==> src/tone_ctrl_pkg.sv <==
// package: register map, field layout and control types for the tone control block
package tone_ctrl_pkg;
    // ========================================
    // register map
    localparam logic [31:0] ROW_FREQ_OFFSET   = 32'h0000_0013;
    localparam logic [31:0] COL_FREQ_OFFSET   = 32'h0000_0014;
    localparam logic [31:0] TONE_CTRL_OFFSET  = 32'h0000_0015;
    localparam logic [31:0] ROW_FREQ_ADDR     = 32'h0000_004C;
    localparam logic [31:0] COL_FREQ_ADDR     = 32'h0000_0050;
    localparam logic [31:0] TONE_CTRL_ADDR    = 32'h0000_0054;
    localparam logic [7:0]  TONE_CTRL_RESET   = 8'h00;
    localparam logic [4:0]  FREQ_RESET        = 5'h00;
    localparam logic [7:0]  TONE_CTRL_WMASK   = 8'hF0;
    // ========================================
    // field positions
    localparam int MODE_HI_BIT  = 7;
    localparam int MODE_LO_BIT  = 6;
    localparam int ROW_EN_BIT   = 5;
    localparam int COL_EN_BIT   = 4;
    // ========================================
    // legal code ranges
    localparam logic [4:0] ROW_DIAL_FIRST = 5'h00;
    localparam logic [4:0] ROW_DIAL_LAST  = 5'h03;
    localparam logic [4:0] COL_DIAL_FIRST = 5'h10;
    localparam logic [4:0] COL_DIAL_LAST  = 5'h13;
    // ========================================
    // sine table
    localparam logic [4:0] SCAN_STEPS     = 5'd28;
    localparam logic [4:0] SCAN_DC_INDEX  = 5'd0;
    localparam logic [5:0] SAMPLE_DC      = 6'h20;
    localparam logic [7:0] DIV_BASE       = 8'd40;

    typedef enum logic [1:0] {
        MODE_SINE,
        MODE_SQUARE,
        MODE_PACIFIER,
        MODE_SQUARE_PACIFIER
    } tone_mode_t;

    typedef struct packed {
        tone_mode_t mode;
        logic       row_path_enable;
        logic       column_path_enable;
    } tone_ctrl_t;

    typedef struct packed {
        logic [5:0] row_sample;
        logic [5:0] column_sample;
        logic       row_active;
        logic       column_active;
    } tone_samples_t;
endpackage

==> src/dual_tone_melody_control.sv <==
// module: control logic of the dual tone and melody generator
//
// Chosen here: the APB slave port.
`timescale 1ns/1ns
module dual_tone_melody_control
(
    input  wire logic                      clock,          // 250 MHz system clock
    input  wire logic                      srst,           // synchronous reset, high
    input  wire logic                      psel,           // apb select
    input  wire logic                      penable,        // apb access phase
    input  wire logic                      pwrite,         // apb write
    input  wire logic [31:0]               paddr,          // apb byte address
    input  wire logic [31:0]               pwdata,         // apb write data
    output logic      [31:0]               prdata,         // apb read data
    output logic                           pready,         // apb ready
    output logic                           pslverr,        // apb error
    output tone_ctrl_pkg::tone_samples_t   samples,        // ladder samples and activity
    output logic                           sine_select,    // low masks five lower bits
    output logic                           filter_power,   // filter current sources on
    output logic                           filtered_tone_pin_out, // open-collector level
    output logic                           filtered_tone_pin_oe,  // tone pin driven
    output logic                           pacifier_pin    // pacifier tone output
);
    import tone_ctrl_pkg::*;

    // ========================================
    // bus slave
    logic [7:0] tone_mode_enable_ctrl_reg;
    logic [4:0] row_freq_code_reg;
    logic [4:0] column_freq_code_reg;
    logic       access;
    logic       hit;
    tone_ctrl_t ctrl;

    assign access  = psel && penable;
    assign hit     = (paddr == ROW_FREQ_ADDR) || (paddr == COL_FREQ_ADDR)
                  || (paddr == TONE_CTRL_ADDR);
    assign pready  = 1'b1;
    assign pslverr = access && !hit;
    assign ctrl    = tone_mode_enable_ctrl_reg[7:4];

    always_ff @(posedge clock) begin
        if (srst) begin
            tone_mode_enable_ctrl_reg <= TONE_CTRL_RESET;
            row_freq_code_reg         <= FREQ_RESET;
            column_freq_code_reg      <= FREQ_RESET;
        end else if (access && pwrite) begin
            if (paddr == TONE_CTRL_ADDR) begin
                tone_mode_enable_ctrl_reg <= pwdata[7:0] & TONE_CTRL_WMASK;
            end
            if (paddr == ROW_FREQ_ADDR) begin
                row_freq_code_reg <= pwdata[4:0];
            end
            if (paddr == COL_FREQ_ADDR) begin
                column_freq_code_reg <= pwdata[4:0];
            end
        end
    end

    always_comb begin
        prdata = 32'h0000_0000;
        if (paddr == TONE_CTRL_ADDR) begin
            prdata = {24'h00_0000, tone_mode_enable_ctrl_reg};
        end else if (paddr == ROW_FREQ_ADDR) begin
            prdata = {27'h000_0000, row_freq_code_reg};
        end else if (paddr == COL_FREQ_ADDR) begin
            prdata = {27'h000_0000, column_freq_code_reg};
        end
    end

    // ========================================
    // code legality
    function automatic logic code_legal(input logic [4:0] code, input logic is_row);
        logic row_dial;
        logic col_dial;
        row_dial = (code >= ROW_DIAL_FIRST) && (code <= ROW_DIAL_LAST);
        col_dial = (code >= COL_DIAL_FIRST) && (code <= COL_DIAL_LAST);
        code_legal = is_row ? !col_dial : !row_dial;
    endfunction

    // divider period from code; exact table values live outside this block
    function automatic logic [7:0] div_period(input logic [4:0] code);
        div_period = DIV_BASE - {3'b000, code};
    endfunction

    // 28-step staircase sine, index 0 is the dc level
    function automatic logic [5:0] sine_sample(input logic [4:0] idx);
        logic [4:0] q;
        logic [5:0] mag;
        q   = (idx < 5'd14) ? idx : idx - 5'd14;
        mag = (q < 5'd8) ? {q[2:0], 3'b000} : {(3'd6 - q[2:0]), 3'b000};
        sine_sample = (idx < 5'd14) ? SAMPLE_DC + {1'b0, mag[5:1]}
                                    : SAMPLE_DC - {1'b0, mag[5:1]};
    endfunction

    // ========================================
    // path run conditions
    logic       both_off;
    logic       pacifier_mode;
    logic       row_legal;
    logic       col_legal;
    logic [1:0] path_run;
    logic [1:0] path_en;
    logic [1:0] path_legal;
    logic [4:0] path_code [2];

    assign both_off      = !ctrl.row_path_enable && !ctrl.column_path_enable;
    assign pacifier_mode = ctrl.mode[1];
    assign row_legal     = code_legal(row_freq_code_reg, 1'b1);
    assign col_legal     = code_legal(column_freq_code_reg, 1'b0);
    assign path_en       = {ctrl.column_path_enable, ctrl.row_path_enable};
    assign path_legal    = {col_legal, row_legal};
    assign path_code[0]  = row_freq_code_reg;
    assign path_code[1]  = column_freq_code_reg;
    // row path also feeds the pacifier, so it runs in pacifier modes too;
    // column path idles in pacifier-only mode so only one tone exists there
    assign path_run      = path_en & path_legal
                         & {(ctrl.mode != MODE_PACIFIER), 1'b1};

    // ========================================
    // per-path divider and scanner
    logic [7:0] div_count_reg [2];
    logic [4:0] scan_index_reg [2];

    genvar p;
    generate
        for (p = 0; p < 2; p++) begin : g_path
            always_ff @(posedge clock) begin
                if (srst || both_off || !path_run[p]) begin
                    div_count_reg[p]  <= 8'h00;
                    scan_index_reg[p] <= SCAN_DC_INDEX;
                end else if (div_count_reg[p] >= div_period(path_code[p])) begin
                    div_count_reg[p]  <= 8'h00;
                    scan_index_reg[p] <= (scan_index_reg[p] == SCAN_STEPS - 5'd1)
                                       ? SCAN_DC_INDEX : scan_index_reg[p] + 5'd1;
                end else begin
                    div_count_reg[p] <= div_count_reg[p] + 8'h01;
                end
            end
        end
    endgenerate

    // ========================================
    // pins and filter
    logic [5:0] row_smp;
    logic [5:0] col_smp;
    logic       tone_path_ok;
    logic       filter_next;
    logic       oe_next;
    logic       pac_next;

    assign row_smp = sine_sample(scan_index_reg[0]);
    assign col_smp = sine_sample(scan_index_reg[1]);
    assign tone_path_ok = row_legal && col_legal;

    always_comb begin
        filter_next = 1'b0;
        oe_next     = 1'b0;
        pac_next    = 1'b1;
        unique case (ctrl.mode)
            MODE_SINE, MODE_SQUARE: begin
                filter_next = !both_off && tone_path_ok;
                oe_next     = filter_next;
                pac_next    = !both_off;
            end
            MODE_PACIFIER: begin
                pac_next = both_off ? 1'b0
                         : (!row_legal || !path_run[0] || row_smp[5]);
            end
            MODE_SQUARE_PACIFIER: begin
                filter_next = path_run[1];
                oe_next     = path_run[1];
                pac_next    = both_off ? 1'b0
                            : (!row_legal || !path_run[0] || row_smp[5]);
            end
        endcase
    end

    always_ff @(posedge clock) begin
        if (srst) begin
            filter_power          <= 1'b0;
            filtered_tone_pin_oe  <= 1'b0;
            filtered_tone_pin_out <= 1'b0;
            pacifier_pin          <= 1'b0;
            sine_select           <= 1'b1;
            samples               <= '0;
        end else begin
            filter_power          <= filter_next;
            filtered_tone_pin_oe  <= oe_next;
            filtered_tone_pin_out <= 1'b0;   // open collector pulls low when driven
            pacifier_pin          <= pac_next;
            sine_select           <= (ctrl.mode == MODE_SINE);
            samples.row_sample    <= pacifier_mode ? SAMPLE_DC : row_smp;
            samples.column_sample <= col_smp;
            samples.row_active    <= path_run[0] && !pacifier_mode;
            samples.column_active <= path_run[1];
        end
    end

    // ========================================
    // checks
    a_reset_ctrl_zero: assert property (@(posedge clock)
        srst |=> tone_mode_enable_ctrl_reg == TONE_CTRL_RESET)
        else $error("control register not cleared by reset");
    a_low_bits_zero: assert property (@(posedge clock) disable iff (srst)
        tone_mode_enable_ctrl_reg[3:0] == 4'h0)
        else $error("unused control bits not zero");
    a_off_counters: assert property (@(posedge clock) disable iff (srst)
        both_off |=> scan_index_reg[0] == SCAN_DC_INDEX && scan_index_reg[1] == SCAN_DC_INDEX
                  && div_count_reg[0] == 8'h00 && div_count_reg[1] == 8'h00)
        else $error("counters run while disabled");
    a_off_pins: assert property (@(posedge clock) disable iff (srst)
        both_off |=> !filtered_tone_pin_oe && !pacifier_pin && !filter_power)
        else $error("disabled pin levels wrong");
    a_pacifier_filter: assert property (@(posedge clock) disable iff (srst)
        ctrl.mode == MODE_PACIFIER
        |=> !filter_power && !filtered_tone_pin_oe && !samples.column_active)
        else $error("filter on in pacifier mode");
    a_illegal_code: assert property (@(posedge clock) disable iff (srst)
        ((ctrl.mode == MODE_SINE || ctrl.mode == MODE_SQUARE) && !tone_path_ok && !both_off)
        |=> !filtered_tone_pin_oe && pacifier_pin)
        else $error("illegal code output wrong");
    a_scan_wrap: assert property (@(posedge clock) disable iff (srst)
        scan_index_reg[1] < SCAN_STEPS)
        else $error("scanner out of range");
    a_run_filter: assert property (@(posedge clock) disable iff (srst)
        (ctrl.mode == MODE_SINE && path_run[0] && tone_path_ok) |=> filter_power)
        else $error("filter off with enabled path");
endmodule

==> config.mk <==
export PLATFORM = sky130hd
export DESIGN_NAME = dual_tone_melody_control
export DESIGN_NICKNAME = d
export VERILOG_FILES = /design/src/tone_ctrl_pkg.sv /design/src/dual_tone_melody_control.sv
export SDC_FILE = /design/constraint.sdc
export NUM_CORES = 1
export LEC_CHECK = 0
export BUFFER_PORTS_ARGS = -buffer_cell sky130_fd_sc_hd__buf_2
export CORE_MARGIN = 2
export CORE_UTILIZATION = 45
export DETAILED_ROUTE_END_ITERATION = 16
export PLACE_DENSITY = 0.73
export SYNTH_ARGS = -nofsm -noshare
export SYNTH_HDL_FRONTEND = slang
export SYNTH_SLANG_ARGS = --single-unit
==> constraint.sdc <==
create_clock -name clock -period 7.04 [get_ports clock]
set_clock_uncertainty 0.05 [all_clocks]
set_input_delay 1.408 -clock clock [delete_from_list [all_inputs] [get_ports clock]]
set_output_delay 1.408 -clock clock [all_outputs]
set_load 0.005 [all_outputs]
======== Word level (Yosys, flattened, before mapping) ========
Memories as Yosys holds them, arrays and structs flattened.
Index checks and enable logic that the tools add are counted.
W data, S select, Z words.
operators by class
  add/subtract/negate cells ............... 14
  $lt $le $gt $ge ......................... 10
  eq/ne operators ......................... 9
  muxes and demuxes ....................... 37
  bitwise gates (word level) .............. 8
  reductions and logical operators ........ 32
operators with widths
  cell                   count
  $eq A32 B7 Y1 const B  3
  $mux W5                8
  $mux W8                5
  $mux W6                5
  $lt A5 B4 Y1 const B   4
  $mux W1                17
  $add A8 B1 Y8 const B  2
  $ge A8 B8 Y1           2
  $sub A6 B5 Y7 const A  2
  $add A6 B5 Y6 const A  2
  $sub A6 B5 Y6 const A  2
  $add A5 B1 Y5 const B  2
  $eq A5 B5 Y1 const B   2
  $sub A5 B4 Y5 const B  2
  $logic_and A1 B1 Y1    9
  $logic_not A1 Y1       9
  $logic_or A1 B1 Y1     7
  $or A1 B1 Y1           6
  $reduce_and A2 Y1      3
  $reduce_or A2 Y1       3
  $sub A3 B3 Y3 const A  2
  $ge A5 B1 Y1 const B   1
  $ge A5 B5 Y1 const B   1
  $le A5 B2 Y1 const B   1
  other kinds (7)        10
storage, ports and cells
  register bits after elaboration ......... 31
  bits in writable memories ............... 26
  input bits .............................. 69
  output and inout bits ................... 53
  logic and storage cells ................. 123
  memories ................................ 2
memory list
  memory          depth  width  rd ports  clocked after Yosys merged registers in  write ports  line                             RTL
  div_count_reg   2      8      2         0                                        2            dual_tone_melody_control.sv:122  logic [7:0] div_count_reg [2];
  scan_index_reg  2      5      2         0                                        2            dual_tone_melody_control.sv:123  logic [4:0] scan_index_reg [2];

======== Depth between registers and ports, before layout ========
  depth after elaboration ................. 11
  mapped depth ............................ 14
  mapped depth without buffers ............ 14

======== Worst setup path after synthesis ========
Ideal clock, no wire load.
  path type ............................... input -> output
  from .................................... input port paddr[9]
  to ...................................... output port pslverr
  arrival ................................. 2.561 ns
  data required time ...................... 5.582 ns
  path slack .............................. 3.021 ns
  stages .................................. 5
  path buffers ............................ 1
  path through ............................ nor4_2 nand4_2 or2_2 clkbuf_1 o211a_1
on the way
  word-level cells in the longest chain between the ends .. 5
  elaborated cells between the ends (all ways) .. 7
  classes of those cells .................. 3 x eq/ne; 4 x reduce/logical
RTL lines
  element                  line                            RTL
  start: declaration       dual_tone_melody_control.sv:12  input wire logic [31:0] paddr,
  $eq A32 B7 Y1            dual_tone_melody_control.sv:36  assign hit = (paddr == ROW_FREQ_ADDR) || (paddr == COL_FREQ_ADDR)
  $logic_or A1 B1 Y1       dual_tone_melody_control.sv:36
  $logic_or A1 B1 Y1 (*)   dual_tone_melody_control.sv:37  || (paddr == TONE_CTRL_ADDR);
  $logic_not A1 Y1 (*)     dual_tone_melody_control.sv:39  assign pslverr = access && !hit;
  $logic_and A1 B1 Y1 (*)  dual_tone_melody_control.sv:39
  end: declaration         dual_tone_melody_control.sv:16  output logic pslverr,
Every way passes the cells marked *; elsewhere a longest branch is shown, timed or not.

======== Worst setup path after layout ========
  from .................................... input port paddr[5]
  to ...................................... output port prdata[7]
on the way
  word-level cells in the longest chain between the ends .. 2
RTL lines
  element           line                            RTL
  $eq A32 B7 Y1     dual_tone_melody_control.sv:62  if (paddr == TONE_CTRL_ADDR) begin
  $mux W8           dual_tone_melody_control.sv:62
  end: declaration  dual_tone_melody_control.sv:14  output logic [31:0] prdata,
Every way passes these cells.

==> flow_summary.toml <==
[timing]
tightestPinTransition_ns = 0.6948
finalSetupViolCount = 0
maxSlewHeadroom = 0.5319
hold_slack_ns = 0.5135
finalSetupTns_ns = 0
finalHoldViolCount = 0
slew_violations = 0
fmax_ghz = 0.2332
rsz0062_at_grt = "false"
period_share = 0.6090
layout_min_cycle_time_ns = 4.287

[clock_network]
cts_tree = "built"
numCtsBuffers = 5
cts.root.buffer_cell = "clkbuf_8"
post_cts_resized = 0
htree_levels = 2
clock_latency_ns = 0.31
ctsHoldBuffers = 0
cts_setup_buffers = 0
clk_pin_slew_ns = 0.10
cts.sinks = 53
clock_path_buffers = 2

[min_path]
hold_class = "flip-flop to flip-flop"
min_path_cells = 2
whs_endpoint = "pacifier_pin$_SDFF_PP0_"
min_from = "tone_mode_enable_ctrl_reg[5]$_SDFFE_PP0P_"

[final_layout]
area_growth_pct = 12.94
n_fill_cell = 724
largest_reg_flops = 16
drive_gt1_frac = 0.2163
antenna_cells = 0
nets = 547

[setup_path]
reg2regPathDepth = 12
start_kind = "input pin"
path_class = "input pin to primary output"
crit_path_end_kind = "primary output"
worstReg2RegStart = "scan_index_reg[0][1]$_SDFFCE_PP0P_"
path_max_fanout = 5
crit_required_ns = 5.58
critical_path_arrival_ns = 2.83
rrSetupSlack_ns = 3.58
crit_path_start = "paddr[5]"
r2r_end = "samples[12]$_SDFF_PP0_"

[floorplanning]
rows = 32
start_util = 0.4655
fp.dieW_um = 93.64
core_mm2 = 0.007767
io_pins = 122
die_height_um = 93.64
dieArea_mm2 = 0.008768

[placed_design]
hpwl_um = 5795
place_congestion = 0.8292
port_buffers = 67

[detailed_routing]
vias = 2855
drt_iter0_drc = 126
drtPass1Iterations = 6
wl_per_cell_um = 13.14
ant_nets = 0
drc = 0
viasPerCell = 5.144
wirelength_um = 7290

[pwr]
totalPowerFinal_uw = 593.6
peakVddDrop_mv = 0.06609
pwr_density_cell_mw_per_mm2 = 145.3
p_leak_uw = 0.001830

[yosys]
seq_area_frac_synth = 0.3654
yosys_warnings = 0
synth.avg_cell_area_um2 = 9.668
syn_inst = 374
synth_cell_types = 63
netlist_area_mm2 = 0.003616
synthArstFlopShare = 0
synth-edff-count = 26
ys_ff_latch = 53
synthFlopType = "dfxtp_1"

[job]
drv_cap = 0

[global_routing]
antenna_found_initial = 0
grt_pass1_wl_um = 12200
grt_pass1_vias = 2697
grt_max_degree = 24
grt.total_usage = 0.1752
overflow = 0

[run_status]
outcome = "complete, no violations"
## cells in the mapped netlist (2+ instances only)
cell       n  area share
xnor2_1   18       0.044
inv_1     24       0.025
and3_2     5       0.010
nand2b_1   3      0.0052
nand3_1   13       0.018
a22oi_1    5       0.010
a211oi_1   2      0.0042
a21oi_1   13       0.018
buf_2      5      0.0069
nor3b_1    3      0.0062
nor2_1    34       0.035
nor4b_1    2      0.0048
o21ai_0   11       0.015
nor4b_4    2       0.013
conb_1     2      0.0021
ha_1      26       0.090
clkbuf_1   4      0.0042
nor4_2     4       0.014
nor3_1     9       0.012
o21a_1     3      0.0062
a21o_1     5       0.010
nand4_1    2      0.0035
nand2_1    9      0.0093
xor2_1    11       0.027
nor4_1     5      0.0087
dfxtp_1   27        0.15
o21bai_1   2      0.0042
buf_4     33       0.069
nor2b_1    2      0.0035
edfxtp_1  26        0.22
mux2i_1   13       0.036
and3_1    20       0.035
## cells by family after synthesis
kind of cell,synth area share
and+or+nand+nor,0.2170
xor gates and xnor gates,0.07024
buffers and inverters,0.1055
muxes,0.03910
AOI/OAI and AO/OA,0.1107
adders and majority gates,0.08996
other,0.002077
DFF,0.3654
## worst max-delay path, cell delays in order
cell     delay [ns]
buf_2          0.10
nor4b_2        0.30
nand4_2        0.21
or3_1          0.49
nor2_1         0.17
buf_2          0.14
## metrics by stage
step                setup WS, ns  utilization  std cells  instance area, um2
finish                     2.753       0.5258        555                4084
global placement           2.798       0.5103        547                3964
floorplan                  3.021            -        420                3789
global route               2.690       0.5258        555                4084
detailed placement         2.761       0.5103        547                3964
CTS                        2.761       0.5258        555                4084
## power by group
group	total (uW)	internal, uW	switching, uW
Sequential	331	327	4.15
Clock	221	116	105
Combinational	41.6	17.8	23.8
## layer usage
layer / part of all wire / GRT usage
met1: 0.43 / 0.2198
met2: 0.49 / 0.3010
met3: 0.061 / 0.03546
met4: 0.015 / 0.05797
met5: 0 / 0
## final cells by class
cell class	instances	area, um2	area share
Inverter	25	93.84	0.02298
Multi-Input combinational cell	300	2086	0.5107
Timing Repair Buffer	67	335.3	0.08211
Sequential cell	53	1321	0.3235
Clock inverter	2	37.54	0.009191
Clock buffer	6	82.58	0.02022
Tap cell	102	127.6	0.03125
## placed cells by master (no fill, tap or decap), types with 2 or more instances in the layout
cell type,synthesis,routed
buf_2,5,67
conb_1,2,48
nor2_1,34,34
dfxtp_1,27,27
ha_1,26,26
edfxtp_1,26,26
inv_1,24,24
and3_1,20,20
xnor2_1,18,18
a21oi_1,13,13
nand3_1,13,13
mux2i_1,13,13
xor2_1,11,11
o21ai_0,11,11
nor3_1,9,9
nand2_1,9,9
clkbuf_8,0,6
nor4_1,5,5
a22oi_1,5,5
a21o_1,5,5
and3_2,5,5
nor4_2,4,4
nand2b_1,3,3
o21a_1,3,3
nor3b_1,3,3
nor4b_4,2,2
o21bai_1,2,2
nor4b_1,2,2
nor2b_1,2,2
nand4_1,2,2
a211oi_1,2,2
## worst max-delay path by stage
stage,to,slack [ns],cells past startpoint
global route,prdata[7],2.69,6
detailed placement,prdata[7],2.76,6
global placement,prdata[7],2.80,6
finish,prdata[7],2.75,6
CTS,prdata[7],2.76,6
floorplan,pslverr,3.02,5
Note: power is estimated with default switching activity, not from simulation.
